`src/sfrb_consts.vh`:
```
// Constants of the special function register bank
`ifndef SFRB_CONSTS_VH
`define SFRB_CONSTS_VH
// Byte addresses inside the 4-bit SPECIAL_FUNCTION_REGS space
`define SFRB_ADDR_IE1 4'h0
`define SFRB_ADDR_IE2 4'h1
`define SFRB_ADDR_IFG1 4'h2
`define SFRB_ADDR_IFG2 4'h3
`define SFRB_ADDR_ME1 4'h4
`define SFRB_ADDR_ME2 4'h5
// Bit positions, first enable and flag registers
`define SFRB_BIT_WDOG 0
`define SFRB_BIT_OSCF 1
`define SFRB_BIT_NMI 4
`define SFRB_BIT_FVIOL 5
// Bit positions, second registers and module enables
`define SFRB_BIT_RX 0
`define SFRB_BIT_TX 1
`define SFRB_BIT_ASYNC_RX 0
`define SFRB_BIT_ASYNC_TX 1
`define SFRB_BIT_SYNC 2
// Implemented-bit masks
`define SFRB_MASK_IE1 8'h33
`define SFRB_MASK_IFG1 8'h13
`define SFRB_MASK_IE2 8'h03
`define SFRB_MASK_IFG2 8'h03
`define SFRB_MASK_ME2 8'h07
// Reset values
`define SFRB_RST_IE 8'h00
`define SFRB_RST_IFG2 8'h02
`define SFRB_RST_ME 8'h00
`endif

```
`src/sfrb_irq_req.v`:
```
// Flag and enable pairing into interrupt requests
`timescale 1ns/10ps
`default_nettype none
module sfrb_irq_req (
    input wire clk,
    input wire rst,
    input wire ce,
    input wire [7:0] flag1,
    input wire [7:0] enable1,
    input wire [7:0] flag2,
    input wire [7:0] enable2,
    input wire wdogIntervalMode,
    output reg wdogReq,
    output reg nmiGroupReq,
    output reg rxReq,
    output reg txReq
);
`include "sfrb_consts.vh"
    always @(posedge clk) begin
        if (rst) begin
            wdogReq <= 1'b0;
            nmiGroupReq <= 1'b0;
            rxReq <= 1'b0;
            txReq <= 1'b0;
        end else if (ce) begin
            // Request held low in restart mode, whatever the enable
            wdogReq <= flag1[`SFRB_BIT_WDOG] & enable1[`SFRB_BIT_WDOG] & wdogIntervalMode;
            // Output is not gated by the global enable
            nmiGroupReq <= (flag1[`SFRB_BIT_NMI] & enable1[`SFRB_BIT_NMI]) |
                           (flag1[`SFRB_BIT_OSCF] & enable1[`SFRB_BIT_OSCF]);
            rxReq <= flag2[`SFRB_BIT_RX] & enable2[`SFRB_BIT_RX];
            txReq <= flag2[`SFRB_BIT_TX] & enable2[`SFRB_BIT_TX];
        end
    end
endmodule // sfrb_irq_req
`default_nettype wire

```
`src/sfrb_bank.v`:
```
// Special function register bank, top level
`timescale 1ns/10ps
`default_nettype none
module sfrb_bank (
    input wire clk,
    input wire rst,
    input wire ce,
    input wire porRst,
    input wire pinRst,
    input wire [3:0] addr,
    input wire wrEn,
    input wire rdEn,
    input wire [7:0] wrData,
    output reg [7:0] rdData,
    input wire wdogOverflow,
    input wire wdogKeyViolation,
    input wire wdogIntervalMode,
    input wire oscFault,
    input wire nmiEvent,
    input wire flashViolation,
    input wire serialRxEvent,
    input wire serialTxEvent,
    output reg wdogIrqEn,
    output reg flashViolationIrqEn,
    output reg asyncRxModuleEn,
    output reg asyncTxModuleEn,
    output reg syncModuleEn,
    output wire wdogReq,
    output wire nmiGroupReq,
    output reg flashViolationReq,
    output wire serialRxReq,
    output wire serialTxReq
);
`include "sfrb_consts.vh"
    // ************************************************
    // Storage
    // ************************************************
    reg [7:0] enable1;
    reg [7:0] enable2;
    // Watchdog flag and the rest of the first flag register are separate
    // flops, each with exactly one driver
    reg wdogFlag;
    reg [6:0] flag1Hi;
    wire [7:0] flag1;
    wire [7:0] maskedFlag1;
    reg [7:0] flag2;
    reg [7:0] moduleEn2;
    reg [7:0] next_flag1;
    reg [7:0] next_flag2;
    wire wr1;
    wire wr2;
    wire wrE1;
    wire wrE2;
    wire wrM2;
    assign wr1 = wrEn && (addr == `SFRB_ADDR_IFG1);
    assign wr2 = wrEn && (addr == `SFRB_ADDR_IFG2);
    assign wrE1 = wrEn && (addr == `SFRB_ADDR_IE1);
    assign wrE2 = wrEn && (addr == `SFRB_ADDR_IE2);
    assign wrM2 = wrEn && (addr == `SFRB_ADDR_ME2);
    assign flag1 = {flag1Hi, wdogFlag};
    assign maskedFlag1 = next_flag1 & `SFRB_MASK_IFG1;

    // ************************************************
    // Flag next state, set wins over software write
    // ************************************************
    always @* begin
        next_flag1 = flag1;
        next_flag2 = flag2;
        if (wr1) begin
            next_flag1 = wrData & `SFRB_MASK_IFG1;
        end
        if (wr2) begin
            next_flag2 = wrData & `SFRB_MASK_IFG2;
        end
        if (wdogOverflow && !wdogIntervalMode) begin
            next_flag1[`SFRB_BIT_WDOG] = 1'b1;
        end
        if (wdogKeyViolation) begin
            next_flag1[`SFRB_BIT_WDOG] = 1'b1;
        end
        if (oscFault) begin
            next_flag1[`SFRB_BIT_OSCF] = 1'b1;
        end
        if (nmiEvent) begin
            next_flag1[`SFRB_BIT_NMI] = 1'b1;
        end
        if (serialRxEvent) begin
            next_flag2[`SFRB_BIT_RX] = 1'b1;
        end
        if (serialTxEvent) begin
            next_flag2[`SFRB_BIT_TX] = 1'b1;
        end
    end

    // ************************************************
    // Watchdog flag survives the clear reset
    // ************************************************
    // Reset only by power-on or pin reset, so a watchdog restart stays visible
    always @(posedge clk) begin
        if (porRst || pinRst) begin
            wdogFlag <= 1'b0;
        end else if (ce) begin
            wdogFlag <= next_flag1[`SFRB_BIT_WDOG];
        end
    end

    // ************************************************
    // Clear-reset registers
    // ************************************************
    always @(posedge clk) begin
        if (rst || porRst) begin
            enable1 <= `SFRB_RST_IE;
            enable2 <= `SFRB_RST_IE;
            flag1Hi <= 7'h00;
            flag2 <= `SFRB_RST_IFG2;
            moduleEn2 <= `SFRB_RST_ME;
        end else if (ce) begin
            flag1Hi <= maskedFlag1[7:1];
            flag2 <= next_flag2 & `SFRB_MASK_IFG2;
            if (wrE1) begin
                enable1 <= wrData & `SFRB_MASK_IE1;
            end
            if (wrE2) begin
                enable2 <= wrData & `SFRB_MASK_IE2;
            end
            if (wrM2) begin
                moduleEn2 <= wrData & `SFRB_MASK_ME2;
            end
        end
    end

    // ************************************************
    // Read port and registered outputs
    // ************************************************
    always @(posedge clk) begin
        if (rst || porRst) begin
            rdData <= 8'h00;
            wdogIrqEn <= 1'b0;
            flashViolationIrqEn <= 1'b0;
            asyncRxModuleEn <= 1'b0;
            asyncTxModuleEn <= 1'b0;
            syncModuleEn <= 1'b0;
            flashViolationReq <= 1'b0;
        end else if (ce) begin
            // Unmapped and missing bits read zero
            if (!rdEn) begin
                rdData <= 8'h00;
            end else if (addr == `SFRB_ADDR_IE1) begin
                rdData <= enable1;
            end else if (addr == `SFRB_ADDR_IE2) begin
                rdData <= enable2;
            end else if (addr == `SFRB_ADDR_IFG1) begin
                rdData <= flag1;
            end else if (addr == `SFRB_ADDR_IFG2) begin
                rdData <= flag2;
            end else if (addr == `SFRB_ADDR_ME2) begin
                rdData <= moduleEn2;
            end else begin
                rdData <= 8'h00;
            end
            wdogIrqEn <= enable1[`SFRB_BIT_WDOG] & wdogIntervalMode;
            flashViolationIrqEn <= enable1[`SFRB_BIT_FVIOL];
            // Violation flag lives in the flash module, only its enable here
            flashViolationReq <= flashViolation & enable1[`SFRB_BIT_FVIOL];
            asyncRxModuleEn <= moduleEn2[`SFRB_BIT_ASYNC_RX];
            asyncTxModuleEn <= moduleEn2[`SFRB_BIT_ASYNC_TX];
            syncModuleEn <= moduleEn2[`SFRB_BIT_SYNC];
        end
    end

    // ************************************************
    // Interrupt requests
    // ************************************************
    sfrb_irq_req reqs (
        .clk(clk),
        .rst(rst || porRst),
        .ce(ce),
        .flag1(flag1),
        .enable1(enable1),
        .flag2(flag2),
        .enable2(enable2),
        .wdogIntervalMode(wdogIntervalMode),
        .wdogReq(wdogReq),
        .nmiGroupReq(nmiGroupReq),
        .rxReq(serialRxReq),
        .txReq(serialTxReq)
    );
endmodule // sfrb_bank
`default_nettype wire

```
`config.mk`:
```
export PLATFORM = sky130hd
export DESIGN_NAME = sfrb_bank
export DESIGN_NICKNAME = d
export VERILOG_FILES = /design/src/sfrb_irq_req.v /design/src/sfrb_bank.v
export VERILOG_INCLUDE_DIRS = /design/src /design/src/src
export SDC_FILE = /design/constraint.sdc
export NUM_CORES = 1
export LEC_CHECK = 0
export ABC_AREA = 1
export BUFFER_PORTS_ARGS = -buffer_cell sky130_fd_sc_hd__buf_4
export CAP_MARGIN = 20
export CORE_ASPECT_RATIO = 0.9
export CORE_MARGIN = 3
export CORE_UTILIZATION = 40
export DETAILED_ROUTE_END_ITERATION = 8
export PLACE_DENSITY = 0.69
export SLEW_MARGIN = 20
export SYNTH_ARGS = -nofsm -noshare
export SYNTH_HDL_FRONTEND = slang
export SYNTH_SLANG_ARGS = --single-unit
```
`constraint.sdc`:
```
create_clock -name clk -period 1 [get_ports clk]
set_clock_uncertainty 0.15 [all_clocks]
set_input_delay 0 -clock clk [delete_from_list [all_inputs] [get_ports clk]]
set_output_delay 0 -clock clk [all_outputs]
set_load 0.02 [all_outputs]
```
Word-level counts from Yosys, hierarchy flattened
Cells that the tools add are included.
{"block": "op_classes", "eq_ne": 4, "muxes": 14, "n_bitwise": 9, "reduce_logical": 23}
{"op": "$reduce_and 2->1", "count": 8}
{"op": "$mux 5", "count": 3}
{"op": "$mux 6", "count": 2}
{"op": "$and 1x1->1", "count": 8}
{"op": "$eq 4x2->1 const B", "count": 2}
{"op": "$reduce_bool 2->1", "count": 4}
{"op": "$logic_and 1x1->1", "count": 6}
{"op": "$mux 1", "count": 6}
{"op": "$mux 3", "count": 2}
{"op": "$eq 4x1->1 const B", "count": 1}
{"op": "$eq 4x3->1 const B", "count": 1}
{"op": "$logic_not 4->1", "count": 1}
{"op": "$reduce_bool 3->1", "count": 1}
{"op": "$logic_or 1x1->1", "count": 2}
{"op": "$mux 2", "count": 1}
{"op": "$logic_not 1->1", "count": 1}
{"op": "$or 1x1->1", "count": 1}
{"block": "totals", "reg_bits": 32, "inputBits": 27, "output_inout_bits": 18, "elab_cells": 69}

Depth between registers and ports, before layout
{"block": "logic_depth", "ltp_word": 7, "ltp_mapped": 9, "ltp_nobuf": 8}

Cells and area by module
Synthesis repeated with hierarchy kept, for this count alone.
{"block": "hier_totals", "cells_unflattened": 197, "area_unflattened_um2": 1370.1}
{"mod": "sfrb_bank", "n_inst": 1, "cells_per_inst": 172, "area_per_inst_um2": 1203.7, "seq_area_each_um2": 500.5}
{"mod": "sfrb_irq_req", "n_inst": 1, "cells_per_inst": 25, "area_per_inst_um2": 166.4, "seq_area_each_um2": 80.1}

Least setup slack after synthesis
No wires, ideal clock.
{"block": "synth_path", "path_kind": "input port to flip-flop", "startpoint": "input port addr[0]", "endpoint": "register enable1[4]", "setup_time_ns": 0.119, "arrival_time_ns": 0.660, "t_required_ns": 0.731, "setup_slack_ns": 0.070, "path_stages": 7, "path_buffers": 1, "path_cell_list": "buf_6 > nor2_1 > nand2_2 > inv_4 > nand2_2 > o21ai_0 > a21oi_1"}
{"block": "synth_via", "elab_chain_len": 3}
{"element": "start, declared", "line_no": "sfrb_bank.v:10", "source": "input wire [3:0] addr,"}
{"element": "$logic_not 4->1 (no source line)"}
{"element": "$logic_and 1x1->1", "line_no": "sfrb_bank.v:57", "source": "assign wrE1 = wrEn && (addr == `SFRB_ADDR_IE1);"}
{"element": "$reduce_and 2->1 (no source line)"}
{"element": "end signal, assigned", "line_no": "sfrb_bank.v:112", "source": "enable1 <= `SFRB_RST_IE;"}
{"element": "end signal, assigned", "line_no": "sfrb_bank.v:121", "source": "enable1 <= wrData & `SFRB_MASK_IE1;"}
{"element": "end, declared", "line_no": "sfrb_bank.v:38", "source": "reg [7:0] enable1;"}
No other way between the ends.
A chain may end at the register's enable or synchronous reset.

Worst setup path in the final report
{"block": "layout_path", "startpoint": "register flag1Hi[0]", "endpoint": "register rdData[1]"}
{"block": "layout_via", "elab_chain_len": 4}
{"element": "start, declared", "line_no": "sfrb_bank.v:43", "source": "reg [6:0] flag1Hi;"}
{"element": "start signal, assigned", "line_no": "sfrb_bank.v:118", "source": "flag1Hi <= maskedFlag1[7:1];"}
{"element": "$mux 5", "line_no": "sfrb_bank.v:152", "source": "end else if (addr == `SFRB_ADDR_IFG1) begin"}
{"element": "$mux 5", "line_no": "sfrb_bank.v:150", "source": "end else if (addr == `SFRB_ADDR_IE2) begin"}
{"element": "$mux 6", "line_no": "sfrb_bank.v:148", "source": "end else if (addr == `SFRB_ADDR_IE1) begin"}
{"element": "$mux 6", "line_no": "sfrb_bank.v:146", "source": "if (!rdEn) begin"}
{"element": "end signal, assigned", "line_no": "sfrb_bank.v:149", "source": "rdData <= enable1;"}
{"element": "end signal, assigned", "line_no": "sfrb_bank.v:151", "source": "rdData <= enable2;"}
{"element": "end signal, assigned", "line_no": "sfrb_bank.v:153", "source": "rdData <= flag1;"}
{"element": "end, declared", "line_no": "sfrb_bank.v:14", "source": "output reg [7:0] rdData,"}
No other way between the ends.

==> flow_summary_export.csv <==
group,metric,value,unit
run_status,status,"finished with violations",
run_status,violations,"hold timing",
floorplan,dieArea,0.00408,mm2
synthesis,netlist_top_cells_area,"dfxtp_1 (43%), a21oi_1 (10%), nand2_1 (9.2%), inv_1 (5.3%), nand3_1 (5.2%)",
sta,period_minus_slack,0.983,ns
worst_setup_path,cpMostUsedCell,"nand2_1",
sta,setup_viol,0,
cts,cts_tree,"yes",
global_route,grt_pass1_vias,1283,
place,hpwl,2610,um
worst_setup_path,cp-end-kind,"register",
global_route,busiest_layer,"met2",
run,max-cap-violations,0,
worst_setup_path,worstPathCellList,"nand3_2 -> nand3_2 -> nand2_1 -> nand2_1 -> nand2_1 -> a21oi_2",
synthesis,synth_seq_cells,29,
route,drc,0,
synthesis,synth_cells,185,
worst_setup_path,max_stage_delay,0.36,ns
worst_setup_path,cp.arrival,1.05,ns
synthesis,synth_ff_type,"dfxtp_1",
cts,cts.sinks,29,
synthesis,ys_warn_count,0,
floorplan,num_rows,19,
sta,holdWs,-0.0375,ns
global_route,use_met2,0.293,
worst_setup_path,worst_path_max_delay_cell,"dfxtp_2",
cts,htree_levels,2,
synthesis,yosysSeqAreaShare,0.433,
sta,hold_viol,4,
global_route,gr-total-overflow,0,
power_and_ir_drop,ir_worst_vdd,968,uV
worst_setup_path,crit_fanout,3,
synthesis,yosysTopAreaCell,"dfxtp_1",
synthesis,synth_edf_count,0,
route,first_pass_iters,4,
power_and_ir_drop,p_per_area,1330,mW/mm2
power_and_ir_drop,power_frac_comb,0.136,
place,placed_area,0.00177,mm2
layout,drive_gt1_frac,0.383,
route,wl_per_cell,12.3,um
route,vias_per_cell,4.81,
cts,cts_buffer_depth,2,
synthesis,yosysTopAreaCellShare,0.433,
cts,clock_latency,0.28,ns
route,dr.first_iter.drc_count,55,
layout,nFillCells,295,
power_and_ir_drop,p_leak,0.933,nW
synthesis,syn_area_per_cell,7.24,um2
synthesis,ys_async_sr_fraction,0,
synthesis,yosysMostFrequentCell,"nand2_1",
floorplan,ios,45,
worst_setup_path,critPathBufInv,0,
global_route,antenna_found_initial,0,
worst_setup_path,crit_path_start,"flag1Hi[0]",
sta,finalSetupTns,0,ns
global_route,met3_usage,0.0574,
worst_setup_path,critPathRequiredTime,1.06,ns
cts,clkSlewWorstSetupHoldPaths,0.06,ns
worst_setup_path,crit_family,"flip-flops",
global_route,grt_usage,0.190,
floorplan,die_h,60.9,um
global_route,grt_max_degree,11,
cts,cts_root_buf,"clkbuf_8",
worst_setup_path,path_class,"register to register",
place,dp.cells,276,
worst_hold_path,hold_class,"input pin to register",
route,num_vias,1432,
route,routed_wl,3670,um
layout,diodes,0,
cts,numCtsBuffers,5,
layout,stdcell_area,0.00211,mm2
power_and_ir_drop,clock_power_share,0.444,
worst_setup_path,cp-start-kind,"register",
global_route,grt_pass1_wl,5840,um
power_and_ir_drop,seq_power_share,0.420,
floorplan,initial_core_util,0.427,
global_route,grt_util_met1,0.255,
layout,nets,282,
synthesis,synth_cell_type_count,25,
worst_hold_path,hold_path.startpoint,"rst",
layout,area_growth_syn_to_layout,57.2,%
worst_setup_path,reg2reg_from,"flag1Hi[0]",
sta,fin_crit_sh,0.983,
floorplan,core_area,0.00314,mm2
route,ant_nets,0,
power_and_ir_drop,switching_share,0.226,
floorplan,die_x,67.0,um
layout,fin_cells,298,
synthesis,syn_area,0.00134,mm2
place,port_buffers,38,
sta,grt_setup_unrepaired,"yes",
synthesis,netlist_top_cells_count,"nand2_1 (33), dfxtp_1 (29), a21oi_1 (28)",
sta,slew_viol_final,0,
sta,max_freq,1.02,GHz
place,place_congestion,0.815,
power_and_ir_drop,internal_power,2.18,mW
power_and_ir_drop,p_sw,635,uW
==> cells by family after synthesis <==
logic type	synth area share
AND/OR/NAND/NOR	0.250
AO/OA/AOI/OAI	0.206
buffers and inverters	0.107
flip-flops	0.433
other	0.00280
==> layer usage <==
layer | up-vias | wire (um)
met1 | 654 | 1670
met3 | 4 | 181
li1 | 743 | -
met2 | 31 | 1790
met4 | 0 | 24
met5 | - | 0
==> worst min-delay path: cells and delay by family <==
kind	cells	cell delay, ns
and+or+nand+nor	1	0.05
buffers and inverters	2	0.19
AOI/OAI and AO/OA	2	0.12
==> flip-flops by register name, summed over array words and instances, names as in the netlist, 2 cells and up <==
signal,count
enable1,4
enable2,2
flag1Hi,2
flag2,2
moduleEn2,3
rdData,5
==> power by group through the flow <==
stage          sequential, mW  combinational (mW)  clock, mW
2_1_floorplan            1.21               0.150          0
3_3_place_gp             1.20               0.318          0
3_5_place_dp             1.21               0.318          0
4_1_cts                  1.18               0.363       1.27
5_1_grt                  1.18               0.419       1.32
6_report                 1.18               0.381       1.25
==> through the flow <==
step | worst slack (ns) | util | power (mW)
after detailed placement | -0.125 | 0.565 | 1.52
after CTS | 0.00493 | 0.648 | 2.81
after floorplan | 0.0704 | - | 1.36
after global routing | -0.0672 | 0.671 | 2.92
after global placement | -0.0998 | 0.565 | 1.52
final | 0.0166 | 0.671 | 2.81
==> layout by cell type (no fill, tap or decap), drive strengths merged <==
cell,synthesis,final
inv,22,22
o22ai,1,1
nand3,15,15
a31oi,1,1
clkbuf,1,7
dfxtp,29,29
o21ai,20,20
dlymetal6s4s,0,4
or2,1,1
conb,1,3
bufinv,0,1
buf,8,55
dlygate4sd3,0,11
a22oi,2,2
nand2,37,37
nand4,3,3
nor2,15,15
a21oi,29,29
==> worst paths after layout <==
check	depth (start not counted)	to	slack [ns]
min	5	flag2[1]	-0.04
min reg2reg	2	flashViolationIrqEn	0.31
max	6	rdData[1]	0.02
max reg2reg	6	rdData[1]	0.02
==> layout make-up <==
cell class                 count  area [um2]  share of cell area
tap                           42        52.6              0.0249
sequential                    29         591               0.280
timing repair buffer          70         589               0.280
multi-input combinational    127         673               0.319
clock buffer                   7        86.3              0.0410
clock inverter                 1        30.0              0.0143
inverter                      22        85.1              0.0404
==> repair_timing <==
| action | CTS | global route |
|---|---|---|
| gates resized for setup | 1 | 24 |
| pin swaps | 0 | 9 |
| endpoints found under the setup margin | 1 | 7 |
| hold buffers | 14 | 1 |
| setup buffers | 0 | 2 |
| hold endpoints to repair | 20 | 1 |
Power figures use the tool's default switching activity.
